**src/rtl/dmr_regs.svh**
```systemverilog
// register offsets, limits, reset values and timing counts of the drive register map
// assumes inclusion by the single top module and the package-free constant style
`ifndef DMR_REGS_SVH
`define DMR_REGS_SVH

// monitoring group, read only
`define DMR_A_OFREQ_HI    16'h1001
`define DMR_A_OFREQ_LO    16'h1002
`define DMR_A_OCURRENT    16'h1003
`define DMR_A_ROTATION    16'h1004
`define DMR_A_FEEDBK_HI   16'h1005
`define DMR_A_FEEDBK_LO   16'h1006
`define DMR_A_IN_TERM     16'h1007
`define DMR_A_OUT_TERM    16'h1008
`define DMR_A_SCALED_HI   16'h1009
`define DMR_A_SCALED_LO   16'h100A
`define DMR_A_OVOLTAGE    16'h1011
`define DMR_A_OPOWER      16'h1012
`define DMR_A_ENERGY_HI   16'h1013
`define DMR_A_ENERGY_LO   16'h1014
`define DMR_A_RUNHRS_HI   16'h1015
`define DMR_A_RUNHRS_LO   16'h1016
`define DMR_A_PWRHRS_HI   16'h1017
`define DMR_A_PWRHRS_LO   16'h1018
`define DMR_A_HEATSINK    16'h1019
`define DMR_A_DCBUS       16'h1026
`define DMR_A_THERMAL     16'h1028

// settings, read/write
`define DMR_A_ACCEL_HI    16'h1103
`define DMR_A_ACCEL_LO    16'h1104
`define DMR_A_DECEL_HI    16'h1105
`define DMR_A_DECEL_LO    16'h1106
`define DMR_A_KEYDIR      16'h1107
`define DMR_A_FREQSRC     16'h1201
`define DMR_A_RUNSRC      16'h1202
`define DMR_A_BASEFREQ    16'h1203
`define DMR_A_MAXFREQ     16'h1204
`define DMR_A_AN_SFREQ    16'h120C
`define DMR_A_AN_EFREQ    16'h120E
`define DMR_A_AN_SLVL     16'h120F
`define DMR_A_AN_ELVL     16'h1210
`define DMR_A_AN_BEHAV    16'h1211
`define DMR_A_AN_FILT     16'h1212

// value limits
`define DMR_OFREQ_MAX     32'h00009C40
`define DMR_FEEDBK_MAX    32'h00018696
`define DMR_SCALED_MAX    32'h00061A58
`define DMR_ENERGY_MAX    32'h00989298
`define DMR_HOURS_MAX     32'h000F41DC
`define DMR_TIME_MAX      32'h00057E40
`define DMR_TEMP_MIN      16'hFF38
`define DMR_TEMP_MAX      16'h05DC
`define DMR_FREQ_LOW      16'h012C
`define DMR_FREQ_HIGH     16'h0FA0
`define DMR_AN_FREQ_MAX   16'h9C40
`define DMR_LEVEL_MAX     16'h0064
`define DMR_FILT_MAX      16'h001F
`define DMR_SRC_POT       16'h0000
`define DMR_SRC_TERMINAL  16'h0001
`define DMR_SRC_OPERATOR  16'h0002
`define DMR_SRC_SERIAL    16'h0003
`define DMR_SRC_COMPUTED  16'h000A

// exception codes of the serial bus
`define DMR_EXC_ADDR      8'h02
`define DMR_EXC_VALUE     8'h03

// reset values of the settings
`define DMR_RST_TIME      32'h000003E8
`define DMR_RST_KEYDIR    16'h0000
`define DMR_RST_FREQSRC   16'h0000
`define DMR_RST_RUNSRC    16'h0001
`define DMR_RST_BASEFREQ  16'h0258
`define DMR_RST_MAXFREQ   16'h0258
`define DMR_RST_AN_SFREQ  16'h0000
`define DMR_RST_AN_EFREQ  16'h0000
`define DMR_RST_AN_SLVL   16'h0000
`define DMR_RST_AN_ELVL   16'h0064
`define DMR_RST_AN_BEHAV  16'h0001
`define DMR_RST_AN_FILT   16'h0008

// settle time after a setting change
`define DMR_SETTLE_MS     40
`define DMR_CLK_KHZ       100000

`endif

```
**src/rtl/dmr_pkg.sv**
```systemverilog
// types shared by the drive register map
// assumes nothing beyond a SystemVerilog compiler
package dmr_pkg;
    typedef logic [15:0] dmr_word_t;
    typedef enum logic [1:0] {
        DMR_NONE,
        DMR_RO,
        DMR_RW
    } dmr_class_t;
endpackage

```
**src/rtl/dmr_register_map.sv**
```systemverilog
// holding-register map of a motor drive: monitors, keypad settings and basic setup
// assumes single-cycle requests from a serial-bus front end on CLK and monitor
// values from drive logic on CLK; the input terminal levels come from pins
`timescale 1ns/100ps
`include "dmr_regs.svh"

module dmr_register_map #(
    parameter int SETTLE_CYCLES = `DMR_SETTLE_MS * `DMR_CLK_KHZ
) (
    input  wire logic        CLK,
    input  wire logic        SYS_RST,
    input  wire logic [15:0] REG_ADDR,
    input  wire logic [15:0] REG_WDATA,
    input  wire logic        REG_WR,
    input  wire logic        REG_RD,
    output logic      [15:0] REG_RDATA,
    output logic             REG_ACK,
    output logic             REG_EXC,
    output logic      [7:0]  REG_EXC_CODE,

    input  wire logic [31:0] OUTPUT_FREQ,
    input  wire logic [15:0] OUTPUT_CURRENT,
    input  wire logic [1:0]  ROTATION_DIRECTION,
    input  wire logic [31:0] PROCESS_FEEDBACK,
    input  wire logic [4:0]  INPUT_TERMINAL_PINS,
    input  wire logic [1:0]  OUTPUT_TERMINAL_STATE,
    input  wire logic [31:0] SCALED_FREQ,
    input  wire logic [15:0] OUTPUT_VOLTAGE,
    input  wire logic [15:0] OUTPUT_POWER,
    input  wire logic [31:0] ENERGY_TOTAL,
    input  wire logic [31:0] RUN_HOURS,
    input  wire logic [31:0] POWERED_HOURS,
    input  wire logic [15:0] HEATSINK_TEMPERATURE,
    input  wire logic [15:0] DC_BUS_VOLTAGE,
    input  wire logic [15:0] THERMAL_LOAD_LEVEL,

    output logic      [31:0] ACCEL_TIME,
    output logic      [31:0] DECEL_TIME,
    output logic             KEYPAD_RUN_DIRECTION,
    output logic      [3:0]  FREQ_REFERENCE_SOURCE,
    output logic      [1:0]  RUN_COMMAND_SOURCE,
    output logic      [15:0] BASE_FREQUENCY,
    output logic      [15:0] MAXIMUM_FREQUENCY,
    output logic      [15:0] ANALOG_START_FREQ,
    output logic      [15:0] ANALOG_END_FREQ,
    output logic      [6:0]  ANALOG_START_LEVEL,
    output logic      [6:0]  ANALOG_END_LEVEL,
    output logic             ANALOG_START_BEHAVIOUR,
    output logic      [4:0]  ANALOG_INPUT_FILTER,
    output logic             SETTINGS_SETTLED
);

    // address classes, shared by the read and write paths
    function automatic dmr_pkg::dmr_class_t addr_class(input logic [15:0] a);
        case (a)
            `DMR_A_OFREQ_HI, `DMR_A_OFREQ_LO, `DMR_A_OCURRENT, `DMR_A_ROTATION,
            `DMR_A_FEEDBK_HI, `DMR_A_FEEDBK_LO, `DMR_A_IN_TERM, `DMR_A_OUT_TERM,
            `DMR_A_SCALED_HI, `DMR_A_SCALED_LO, `DMR_A_OVOLTAGE, `DMR_A_OPOWER,
            `DMR_A_ENERGY_HI, `DMR_A_ENERGY_LO, `DMR_A_RUNHRS_HI, `DMR_A_RUNHRS_LO,
            `DMR_A_PWRHRS_HI, `DMR_A_PWRHRS_LO, `DMR_A_HEATSINK, `DMR_A_DCBUS,
            `DMR_A_THERMAL: begin
                return dmr_pkg::DMR_RO;
            end
            `DMR_A_ACCEL_HI, `DMR_A_ACCEL_LO, `DMR_A_DECEL_HI, `DMR_A_DECEL_LO,
            `DMR_A_KEYDIR, `DMR_A_FREQSRC, `DMR_A_RUNSRC, `DMR_A_BASEFREQ,
            `DMR_A_MAXFREQ, `DMR_A_AN_SFREQ, `DMR_A_AN_EFREQ, `DMR_A_AN_SLVL,
            `DMR_A_AN_ELVL, `DMR_A_AN_BEHAV, `DMR_A_AN_FILT: begin
                return dmr_pkg::DMR_RW;
            end
            default: begin
                return dmr_pkg::DMR_NONE;
            end
        endcase
    endfunction

    // out-of-range monitor values read as the ceiling, never wrap
    function automatic logic [31:0] clamp_u32(input logic [31:0] v, input logic [31:0] lim);
        return (v > lim) ? lim : v;
    endfunction

    dmr_pkg::dmr_word_t  accel_hi;
    dmr_pkg::dmr_word_t  accel_lo;
    dmr_pkg::dmr_word_t  decel_hi;
    dmr_pkg::dmr_word_t  decel_lo;
    dmr_pkg::dmr_word_t  key_dir;
    dmr_pkg::dmr_word_t  freq_src;
    dmr_pkg::dmr_word_t  run_src;
    dmr_pkg::dmr_word_t  base_freq;
    dmr_pkg::dmr_word_t  max_freq;
    dmr_pkg::dmr_word_t  an_sfreq;
    dmr_pkg::dmr_word_t  an_efreq;
    dmr_pkg::dmr_word_t  an_slvl;
    dmr_pkg::dmr_word_t  an_elvl;
    dmr_pkg::dmr_word_t  an_behav;
    dmr_pkg::dmr_word_t  an_filt;

    dmr_pkg::dmr_word_t  rd_word;
    dmr_pkg::dmr_class_t req_class;
    logic                req;
    logic                is_write;
    logic                value_ok;
    logic                wr_commit;
    logic                req_ok;

    logic [31:0]         ofreq_c;
    logic [31:0]         feedbk_c;
    logic [31:0]         scaled_c;
    logic [31:0]         energy_c;
    logic [31:0]         runhrs_c;
    logic [31:0]         pwrhrs_c;
    logic [15:0]         temp_c;

    logic [4:0]          pin_ff1;
    logic [4:0]          pin_ff2;
    logic [4:0]          pin_ff3;
    logic [4:0]          in_term;
    logic [22:0]         settle_cnt;

    // a write wins over a simultaneous read
    assign req       = REG_WR | REG_RD;
    assign is_write  = REG_WR;
    assign req_class = addr_class(REG_ADDR);
    assign req_ok    = is_write ? (req_class == dmr_pkg::DMR_RW) && value_ok
                                : (req_class != dmr_pkg::DMR_NONE);
    assign wr_commit = req && is_write && req_ok;

    // value checks; a pair is judged as the whole 32-bit quantity it forms
    always_comb begin
        value_ok = 1'b0;
        case (REG_ADDR)
            `DMR_A_ACCEL_HI: value_ok = {REG_WDATA, accel_lo} <= `DMR_TIME_MAX;
            `DMR_A_ACCEL_LO: value_ok = {accel_hi, REG_WDATA} <= `DMR_TIME_MAX;
            `DMR_A_DECEL_HI: value_ok = {REG_WDATA, decel_lo} <= `DMR_TIME_MAX;
            `DMR_A_DECEL_LO: value_ok = {decel_hi, REG_WDATA} <= `DMR_TIME_MAX;
            `DMR_A_KEYDIR:   value_ok = REG_WDATA <= 16'h0001;
            `DMR_A_FREQSRC:  value_ok = (REG_WDATA <= `DMR_SRC_SERIAL) || (REG_WDATA == `DMR_SRC_COMPUTED);
            `DMR_A_RUNSRC:   value_ok = (REG_WDATA >= `DMR_SRC_TERMINAL) && (REG_WDATA <= `DMR_SRC_SERIAL);
            `DMR_A_BASEFREQ: value_ok = (REG_WDATA >= `DMR_FREQ_LOW) && (REG_WDATA <= max_freq);
            // lowering the maximum below the base would strand the base setting
            `DMR_A_MAXFREQ:  value_ok = (REG_WDATA >= `DMR_FREQ_LOW) && (REG_WDATA <= `DMR_FREQ_HIGH)
                                        && (REG_WDATA >= base_freq);
            `DMR_A_AN_SFREQ: value_ok = REG_WDATA <= `DMR_AN_FREQ_MAX;
            `DMR_A_AN_EFREQ: value_ok = REG_WDATA <= `DMR_AN_FREQ_MAX;
            `DMR_A_AN_SLVL:  value_ok = REG_WDATA <= an_elvl;
            `DMR_A_AN_ELVL:  value_ok = (REG_WDATA >= an_slvl) && (REG_WDATA <= `DMR_LEVEL_MAX);
            `DMR_A_AN_BEHAV: value_ok = REG_WDATA <= 16'h0001;
            `DMR_A_AN_FILT:  value_ok = (REG_WDATA >= 16'h0001) && (REG_WDATA <= `DMR_FILT_MAX);
            default:         value_ok = 1'b0;
        endcase
    end

    // settings storage; nothing changes unless the whole write is legal
    always_ff @(posedge CLK or posedge SYS_RST) begin
        if (SYS_RST) begin
            accel_hi <= 16'(`DMR_RST_TIME >> 16);
            accel_lo <= 16'(`DMR_RST_TIME);
            decel_hi <= 16'(`DMR_RST_TIME >> 16);
            decel_lo <= 16'(`DMR_RST_TIME);
            key_dir  <= `DMR_RST_KEYDIR;
            freq_src <= `DMR_RST_FREQSRC;
            run_src  <= `DMR_RST_RUNSRC;
            base_freq <= `DMR_RST_BASEFREQ;
            max_freq <= `DMR_RST_MAXFREQ;
            an_sfreq <= `DMR_RST_AN_SFREQ;
            an_efreq <= `DMR_RST_AN_EFREQ;
            an_slvl  <= `DMR_RST_AN_SLVL;
            an_elvl  <= `DMR_RST_AN_ELVL;
            an_behav <= `DMR_RST_AN_BEHAV;
            an_filt  <= `DMR_RST_AN_FILT;
        end else if (wr_commit) begin
            case (REG_ADDR)
                `DMR_A_ACCEL_HI: accel_hi <= REG_WDATA;
                `DMR_A_ACCEL_LO: accel_lo <= REG_WDATA;
                `DMR_A_DECEL_HI: decel_hi <= REG_WDATA;
                `DMR_A_DECEL_LO: decel_lo <= REG_WDATA;
                `DMR_A_KEYDIR:   key_dir <= REG_WDATA;
                `DMR_A_FREQSRC:  freq_src <= REG_WDATA;
                `DMR_A_RUNSRC:   run_src <= REG_WDATA;
                `DMR_A_BASEFREQ: base_freq <= REG_WDATA;
                `DMR_A_MAXFREQ:  max_freq <= REG_WDATA;
                `DMR_A_AN_SFREQ: an_sfreq <= REG_WDATA;
                `DMR_A_AN_EFREQ: an_efreq <= REG_WDATA;
                `DMR_A_AN_SLVL:  an_slvl <= REG_WDATA;
                `DMR_A_AN_ELVL:  an_elvl <= REG_WDATA;
                `DMR_A_AN_BEHAV: an_behav <= REG_WDATA;
                `DMR_A_AN_FILT:  an_filt <= REG_WDATA;
                default: begin
                end
            endcase
        end
    end

    // settings straight to the drive logic from the storage flops
    assign ACCEL_TIME             = {accel_hi, accel_lo};
    assign DECEL_TIME             = {decel_hi, decel_lo};
    assign KEYPAD_RUN_DIRECTION   = key_dir[0];
    assign FREQ_REFERENCE_SOURCE  = freq_src[3:0];
    assign RUN_COMMAND_SOURCE     = run_src[1:0];
    assign BASE_FREQUENCY         = base_freq;
    assign MAXIMUM_FREQUENCY      = max_freq;
    assign ANALOG_START_FREQ      = an_sfreq;
    assign ANALOG_END_FREQ        = an_efreq;
    assign ANALOG_START_LEVEL     = an_slvl[6:0];
    assign ANALOG_END_LEVEL       = an_elvl[6:0];
    assign ANALOG_START_BEHAVIOUR = an_behav[0];
    assign ANALOG_INPUT_FILTER    = an_filt[4:0];

    // terminal pins: three flops, a bit moves only once stages two and three agree
    always_ff @(posedge CLK or posedge SYS_RST) begin
        if (SYS_RST) begin
            pin_ff1 <= 5'h00;
            pin_ff2 <= 5'h00;
            pin_ff3 <= 5'h00;
            in_term <= 5'h00;
        end else begin
            pin_ff1 <= INPUT_TERMINAL_PINS;
            pin_ff2 <= pin_ff1;
            pin_ff3 <= pin_ff2;
            in_term <= (~(pin_ff2 ^ pin_ff3) & pin_ff3) | ((pin_ff2 ^ pin_ff3) & in_term);
        end
    end

    // clamped monitor quantities
    assign ofreq_c  = clamp_u32(OUTPUT_FREQ, `DMR_OFREQ_MAX);
    assign feedbk_c = clamp_u32(PROCESS_FEEDBACK, `DMR_FEEDBK_MAX);
    assign scaled_c = clamp_u32(SCALED_FREQ, `DMR_SCALED_MAX);
    assign energy_c = clamp_u32(ENERGY_TOTAL, `DMR_ENERGY_MAX);
    assign runhrs_c = clamp_u32(RUN_HOURS, `DMR_HOURS_MAX);
    assign pwrhrs_c = clamp_u32(POWERED_HOURS, `DMR_HOURS_MAX);
    // signed compare keeps negative readings down to -200 intact
    assign temp_c   = ($signed(HEATSINK_TEMPERATURE) < $signed(`DMR_TEMP_MIN)) ? `DMR_TEMP_MIN :
                      ($signed(HEATSINK_TEMPERATURE) > $signed(`DMR_TEMP_MAX)) ? `DMR_TEMP_MAX :
                      HEATSINK_TEMPERATURE;

    // read multiplexer; high half of each pair sits at the lower address
    always_comb begin
        rd_word = 16'h0000;
        case (REG_ADDR)
            `DMR_A_OFREQ_HI:  rd_word = ofreq_c[31:16];
            `DMR_A_OFREQ_LO:  rd_word = ofreq_c[15:0];
            `DMR_A_OCURRENT:  rd_word = OUTPUT_CURRENT;
            `DMR_A_ROTATION:  rd_word = (ROTATION_DIRECTION == 2'h3) ? 16'h0000 : {14'h0000, ROTATION_DIRECTION};
            `DMR_A_FEEDBK_HI: rd_word = feedbk_c[31:16];
            `DMR_A_FEEDBK_LO: rd_word = feedbk_c[15:0];
            `DMR_A_IN_TERM:   rd_word = {11'h000, in_term};
            `DMR_A_OUT_TERM:  rd_word = {14'h0000, OUTPUT_TERMINAL_STATE};
            `DMR_A_SCALED_HI: rd_word = scaled_c[31:16];
            `DMR_A_SCALED_LO: rd_word = scaled_c[15:0];
            `DMR_A_OVOLTAGE:  rd_word = OUTPUT_VOLTAGE;
            `DMR_A_OPOWER:    rd_word = OUTPUT_POWER;
            `DMR_A_ENERGY_HI: rd_word = energy_c[31:16];
            `DMR_A_ENERGY_LO: rd_word = energy_c[15:0];
            `DMR_A_RUNHRS_HI: rd_word = runhrs_c[31:16];
            `DMR_A_RUNHRS_LO: rd_word = runhrs_c[15:0];
            `DMR_A_PWRHRS_HI: rd_word = pwrhrs_c[31:16];
            `DMR_A_PWRHRS_LO: rd_word = pwrhrs_c[15:0];
            `DMR_A_HEATSINK:  rd_word = temp_c;
            `DMR_A_DCBUS:     rd_word = DC_BUS_VOLTAGE;
            `DMR_A_THERMAL:   rd_word = THERMAL_LOAD_LEVEL;
            `DMR_A_ACCEL_HI:  rd_word = accel_hi;
            `DMR_A_ACCEL_LO:  rd_word = accel_lo;
            `DMR_A_DECEL_HI:  rd_word = decel_hi;
            `DMR_A_DECEL_LO:  rd_word = decel_lo;
            `DMR_A_KEYDIR:    rd_word = key_dir;
            `DMR_A_FREQSRC:   rd_word = freq_src;
            `DMR_A_RUNSRC:    rd_word = run_src;
            `DMR_A_BASEFREQ:  rd_word = base_freq;
            `DMR_A_MAXFREQ:   rd_word = max_freq;
            `DMR_A_AN_SFREQ:  rd_word = an_sfreq;
            `DMR_A_AN_EFREQ:  rd_word = an_efreq;
            `DMR_A_AN_SLVL:   rd_word = an_slvl;
            `DMR_A_AN_ELVL:   rd_word = an_elvl;
            `DMR_A_AN_BEHAV:  rd_word = an_behav;
            `DMR_A_AN_FILT:   rd_word = an_filt;
            default:          rd_word = 16'h0000;
        endcase
    end

    // one answer per request, one cycle later: either ack or exception
    always_ff @(posedge CLK or posedge SYS_RST) begin
        if (SYS_RST) begin
            REG_RDATA    <= 16'h0000;
            REG_ACK      <= 1'b0;
            REG_EXC      <= 1'b0;
            REG_EXC_CODE <= 8'h00;
        end else begin
            REG_ACK <= req && req_ok;
            REG_EXC <= req && !req_ok;
            if (req) begin
                REG_RDATA    <= (!is_write && req_ok) ? rd_word : 16'h0000;
                REG_EXC_CODE <= req_ok ? 8'h00 :
                                (is_write && req_class == dmr_pkg::DMR_RW) ? `DMR_EXC_VALUE : `DMR_EXC_ADDR;
            end
        end
    end

    // settle timer: restarts on every accepted write, lets the drive gate run commands
    always_ff @(posedge CLK or posedge SYS_RST) begin
        if (SYS_RST) begin
            settle_cnt <= 23'h000000;
        end else if (wr_commit) begin
            settle_cnt <= SETTLE_CYCLES[22:0];
        end else if (settle_cnt != 23'h000000) begin
            settle_cnt <= settle_cnt - 23'h000001;
        end
    end

    assign SETTINGS_SETTLED = (settle_cnt == 23'h000000);

endmodule

```
**config.mk**
```make
export PLATFORM = sky130hd
export DESIGN_NAME = dmr_register_map
export DESIGN_NICKNAME = d
export VERILOG_FILES = /design/src/rtl/dmr_pkg.sv /design/src/rtl/dmr_register_map.sv
export VERILOG_INCLUDE_DIRS = /design/src /design/src/rtl
export SDC_FILE = /design/constraint.sdc
export NUM_CORES = 1
export LEC_CHECK = 0
export ABC_AREA = 1
export BUFFER_PORTS_ARGS = -buffer_cell sky130_fd_sc_hd__buf_4
export CORE_MARGIN = 4
export CORE_UTILIZATION = 50
export DETAILED_ROUTE_END_ITERATION = 8
export PLACE_DENSITY = 0.76
export SLEW_MARGIN = 5
export SYNTH_ARGS = -nofsm -noshare
export SYNTH_HDL_FRONTEND = slang
export SYNTH_SLANG_ARGS = --single-unit
```
**constraint.sdc**
```tcl
create_clock -name CLK -period 9.6 [get_ports CLK]
set_input_delay 0.96 -clock CLK [delete_from_list [all_inputs] [get_ports CLK]]
set_output_delay 0.96 -clock CLK [all_outputs]
set_load 0.02 [all_outputs]
```
==> Word level (Yosys, flattened, before mapping) <==
Index checks and enable logic that the tools add are counted.
{ "totals": {"word_cells": 151, "reg_bits": 309, "out_inout_bits": 182} }
{ "op_classes": {"add_sub_neg": 1, "n_reduce_logical": 39, "n_lt_le_gt_ge": 24, "eq_ne": 39, "bitwise": 6, "mux": 18} }
{ "op_table": {"columns": ["cell", "n"], "rows": [
  ["$eq A16 B13 Y1 const B", 36],
  ["$pmux W16 S36", 1],
  ["$mux W32", 6],
  ["$le A32 B19 Y1 const B", 4],
  ["$gt A32 B20 Y1 const B", 2],
  ["$mux W16", 3],
  ["$mux W23", 2],
  ["$ge A16 B16 Y1", 2],
  ["$gt A32 B16 Y1 const B", 1],
  ["$gt A32 B17 Y1 const B", 1],
  ["$gt A32 B19 Y1 const B", 1],
  ["$gt A32 B24 Y1 const B", 1],
  ["$le A16 B16 Y1", 2],
  ["$reduce_and A2 Y1", 15],
  ["$logic_not A23 Y1", 1],
  ["$reduce_bool A23 Y1", 1],
  ["$sub A23 B1 Y23 const B", 1],
  ["$reduce_or A21 Y1", 1],
  ["$eq A16 B4 Y1 const B", 1],
  ["$ge A16 B1 Y1 const B", 1],
  ["$ge A16 B9 Y1 const B", 1],
  ["$gt A16 B12 Y1 const B", 1],
  ["$le A16 B1 Y1 const B", 1],
  ["$le A16 B12 Y1 const B", 1],
  ["other kinds (21)", 40]
]} }

==> Depth between registers and ports, before layout <==
{ "logic_depth": {"depth_word": 8, "depth_mapped": 21, "depth_no_buf": 19} }

==> Worst setup path before layout <==
No wires, ideal clock.
{ "synth_path": {"path_kind": "in2reg", "startpoint": "in REG_WDATA[12]", "endpoint": "reg key_dir[0]", "cell_stages": 18, "required_ns": 9.482, "path_slack_ns": 6.719, "path_buffers": 4, "setup_ns": 0.118, "arrival_time_ns": 2.763, "path_cell_list": "buf_2 nor2_1 nand2_1 nor2_4 inv_2 nor2_2 nand2_1 nand2_1 nand2_1 nand2_1 nand2_1 nor2_2 nand4_4 buf_6 buf_6 buf_6 nand4_1 nand2_1"} }
{ "synth_between": {"elab_chain_len": 8, "elab_cells_between_ends": 29, "cone_classes": "order compare (16); eq/ne (1); mux (2); reduce/logical (10)"} }
{ "synth_lines": {"columns": ["item", "line", "rtl"], "rows": [
  ["start, declared", "dmr_register_map.sv:13", "input wire logic [15:0] REG_WDATA,"],
  ["$ge A16 B9 Y1 (no line) / $le A16 B12 Y1 (equally long branches)", null, null],
  ["$logic_and A1 B1 Y1 (2 in a row)", "dmr_register_map.sv:140", "`DMR_A_MAXFREQ: value_ok = (REG_WDATA >= `DMR_FREQ_LOW) && (REG_WDATA <= `DMR_FREQ_HIGH)"],
  ["$pmux W1 S13 *", "dmr_register_map.sv:130", "case (REG_ADDR)"],
  ["$logic_and A1 B1 Y1 *", "dmr_register_map.sv:123", "assign req_ok = is_write ? (req_class == dmr_pkg::DMR_RW) && value_ok"],
  ["$mux W1 *", "dmr_register_map.sv:123", null],
  ["$logic_and A1 B1 Y1 *", "dmr_register_map.sv:125", "assign wr_commit = req && is_write && req_ok;"],
  ["$reduce_and A2 Y1 (no line) *", null, null],
  ["end signal, assigned", "dmr_register_map.sv:159", "key_dir <= `DMR_RST_KEYDIR;"],
  ["end, declared", "dmr_register_map.sv:85", "dmr_pkg::dmr_word_t key_dir;"]
]} }
Mark *: on every way between the ends. The rest lies on a longest branch, timed or not.
A chain may end at the register's enable or synchronous reset.

==> Worst setup path in the final report <==
{ "layout_path": {"startpoint": "in REG_ADDR[15]", "endpoint": "reg settle_cnt[12]"} }
{ "layout_between": {"elab_chain_len": 8, "elab_cells_between_ends": 49, "cone_classes": "eq/ne (37); mux (4); reduce/logical (8)"} }
{ "layout_lines": {"columns": ["item", "line", "rtl"], "rows": [
  ["start, declared", "dmr_register_map.sv:12", "input wire logic [15:0] REG_ADDR,"],
  ["$eq A16 B13 Y1 (on tied branches)", "dmr_register_map.sv:55, dmr_register_map.sv:130", null],
  ["$reduce_or A21 Y1 / $reduce_or A15 Y1 (equally long branches)", "dmr_register_map.sv:55", "case (a)"],
  ["$pmux W2 S2", "dmr_register_map.sv:55", null],
  ["$eq A2 B2 Y1", "dmr_register_map.sv:123", null],
  ["$logic_and A1 B1 Y1", "dmr_register_map.sv:123", null],
  ["$mux W1 *", "dmr_register_map.sv:123", null],
  ["$logic_and A1 B1 Y1 *", "dmr_register_map.sv:125", null],
  ["$mux W23 / $reduce_bool A2 Y1 (equally long branches)", null, null],
  ["end signal, assigned", "dmr_register_map.sv:302", "settle_cnt <= SETTLE_CYCLES[22:0];"],
  ["end signal, assigned", "dmr_register_map.sv:304", "settle_cnt <= settle_cnt - 23'h000001;"],
  ["end, declared", "dmr_register_map.sv:117", "logic [22:0] settle_cnt;"]
]} }
Marks and branches as above.

==> summary.txt <==
GRT
  – Pin count of the biggest net entering global routing: 123
  – GRT Util Overall: around 43%
  – Vias in the first global route: 22598
  – Antenna violations before repair: 15
  – First-pass GRT wire length: approximately 140000 um
  – Congestion Overflow GR: 0

Worst hold path
  – Hold path depth: 0
  – Hold crit path type: reg -> reg

Setup path
  – WP data required: 9.99 ns
  – Worst R2R End: ANALOG_END_FREQ[10]
  – Reg2reg setup slack: approximately 5.7 ns
  – Worst r2r path cells: 12
  – Crit. End Element: flop
  – Setup crit end: settle_cnt[12]
  – Crit path kind: in -> reg
  – Maximum fanout along the worst path: 63
  – Critical register-to-register path startpoint: BASE_FREQUENCY[9]
  – Crit path launch type: input port
  – Critical path data arrival time: 5.32 ns
  – Crit path from: REG_ADDR[15]

Clock tree
  – Worst-Skew Late Latency: about 0.53 ns
  – CTS tree: built
  – CTS Buffer Depth: 3
  – Clock root buffer: clkbuf_16
  – Cts bufs inserted: 34
  – Hold_buf cts: 0
  – Clk sinks: just over 300
  – Postcts setup bufs: 0
  – Clk pin slew, worst setup/hold paths: approximately 0.060 ns
  – Post-CTS Resized: 0
  – H-tree Lvls: 2

Timing
  – Period utilization: between 50% and 60%
  – Final setup violation count: 0
  – RSZ-0062 raised after global routing: false
  – Measured slew at the worst slew-check pin: about 1.1 ns
  – Worst slew margin: between 20% and 30%
  – Fin. Hold Viols: 0
  – Clock skew: about 0.015 ns
  – Final Critical Period: roughly 5 ns
  – Fmax: between 0.2 and 0.25 GHz
  – Setup ws final: around 4.7 ns
  – Setup TNS: 0 ns
  – Count of pins over their slew limit: 0

Synth
  – Synth area leader: dfrtp_1
  – Post-synth top area share: 32.8%
  – Post-synthesis sequential area ratio: 36.0%
  – Ys flop type: dfrtp_1
  – Yosys cell types: 51
  – Post-synth EDFFs: 0
  – Register bit total from synthesis: slightly above 300
  – Largest cells by area after synthesis: dfrtp_1 (33%), nand2_1 (20%), inv_1 (7.1%)
  – Synth async-reset ratio: between 90% and 100%
  – Synthesized area per cell: ~6.6 um2
  – Cell count after synthesis: between 3000 and 4000
  – YS warnings: 0
  – Post-Syn Area: roughly 0.021 mm2

Power and ir drop
  – Clk pwr share: between 40% and 50%
  – Sequential power share: between 40% and 50%
  – Leakage power: ~14 nW
  – Sw Ratio: 25.3%
  – Gate power share: about a tenth
  – Net load switching power: ~0.74 mW
  – Pwr/cell area: between 100 and 150 mW/mm2
  – VDD IR-drop max: roughly 110 uV
  – Pint: 2.17 mW

Cells and area
  – Filler cells: about 4000
  – Largest register FFs: 23
  – Largest Register: settle_cnt
  – Multi-input gate area: between 0.01 and 0.015 mm2
  – Commonest non-fill, non-tap cell in the layout: nand2_1
  – Final Non-Filler Cells: roughly 4200
  – Highest-count cells in the layout ignoring fill and taps: nand2_1 (1136), buf_4 (524), inv_1 (400)
  – Fin util: 62.3%
  – Register area: 0.00761 mm2
  – Nets@finish: about 4000
  – Layout area overhead: 23.4%
  – Share of layout cells above drive strength 1: 18.4%

Routing
  – Starting DRT DRC Count: about 3300
  – DR WL/cell: around 24 um
  – Post-detailed-route count of antenna-violating nets: 0
  – Via-to-Cell Ratio: roughly 5.9
  – Vias: 24731
  – TritonRoute pass-1 iters: 7
  – Residual DRC count: 0
  – Total wire length: approximately 100000 um

Place
  – Post-DP HPWL: about 80000 um
  – Placed insts: about 4100
  – Final weighted congestion in routability-driven placement: 1.07
  – Place WS: 4.30 ns
  – I/O Buffers: 508

Floorplan
  – # IOs: between 500 and 600
  – DIE HEIGHT: roughly 210 um
  – Core area: between 0.04 and 0.05 mm2
  – Row Count: 75
  – Die ar.: around 0.046 mm2
  – Die width: between 200 and 250 um
  – Initial core utilization: between 50% and 60%

Job
  – Max-cap violations: 0

Outcome
  – Outcome: finished clean
-- through the flow --
| step | area, um2 | hold WS [ns] | total power [mW] |
|---|---|---|---|
| floorplan | 21200 | 0.331 | 1.42 |
| global placement | 24900 | 0.332 | 1.60 |
| detailed placement | 24900 | 0.339 | 1.60 |
| CTS | 26000 | 0.351 | 2.90 |
| global route | 26100 | 0.355 | 2.98 |
| finish | 26100 | 0.350 | 2.90 |
-- Yosys cell counts (11+ instances only) --
cell	n
a21oi_1	62
buf_1	11
buf_2	44
buf_4	44
clkbuf_1	34
dfrtp_1	277
dfstp_2	26
ha_1	65
inv_1	401
inv_2	16
nand2_1	1136
nand3_1	163
nand3b_1	12
nand4_1	219
nor2_1	363
nor2_2	11
nor3_1	65
o211ai_1	15
o21ai_0	117
-- logic make-up (layout without fill, tap and decap cells) --
kind of cell	after synthesis	count (layout)	share of synthesized area, %
AO/OA/AOI/OAI	229	229	5.99
XOR/XNOR	13	13	0.539
adder cells (fa/ha/maj)	70	70	4.08
buffers and inverters	565	1005	11.6
flip-flops	303	303	36.0
other	1	23	0.0177
AND/OR/NAND/NOR	2024	2024	41.8
-- per-layer routing --
metal	global-route usage (%)	part of all wire, %
met5	0	0.016
met4	27.7	8.1
met3	12.1	13
met2	65.3	44
met1	53.6	36
-- final cells by class --
type | instances | share of cell area (%)
Tap cell | 539 | 2.59
Antenna cell | 17 | 0.163
Sequential cell | 303 | 29.2
Inverter | 420 | 6.07
Clock buffer | 44 | 3.68
Multi-Input combinational cell | 2342 | 42.6
Clock inverter | 16 | 0.552
Timing Repair Buffer | 525 | 15.2
-- worst max-delay path, cell delays in order --
cell     delay, ns
buf_4         0.11
nor2_1        0.10
nand3_1       0.21
nor2_2        0.16
buf_4         0.33
nand3_1       0.54
inv_2         0.58
nor3_1        0.11
nand2_1       0.08
nor2_1        0.08
nor2_4        0.47
buf_4         0.68
nand2_2       0.30
inv_1         0.47
nor2_1        0.08
-- worst min path at each step --
stage                          start          to
after floorplan           pin_ff1[0]  pin_ff2[0]
after global placement    pin_ff1[4]  pin_ff2[4]
after detailed placement  pin_ff1[2]  pin_ff2[2]
after CTS                 pin_ff1[2]  pin_ff2[2]
after global routing      pin_ff1[2]  pin_ff2[2]
final                     pin_ff1[0]  pin_ff2[0]
-- power groups by stage --
stage / clock, mW / combinational (mW) / sequential (mW)
floorplan: 0 / 0.110 / 1.31
global placement: 0 / 0.288 / 1.31
detailed placement: 0 / 0.290 / 1.31
CTS: 1.32 / 0.291 / 1.29
global route: 1.37 / 0.319 / 1.29
finish: 1.32 / 0.298 / 1.29
Power figures use the tool's default switching activity.
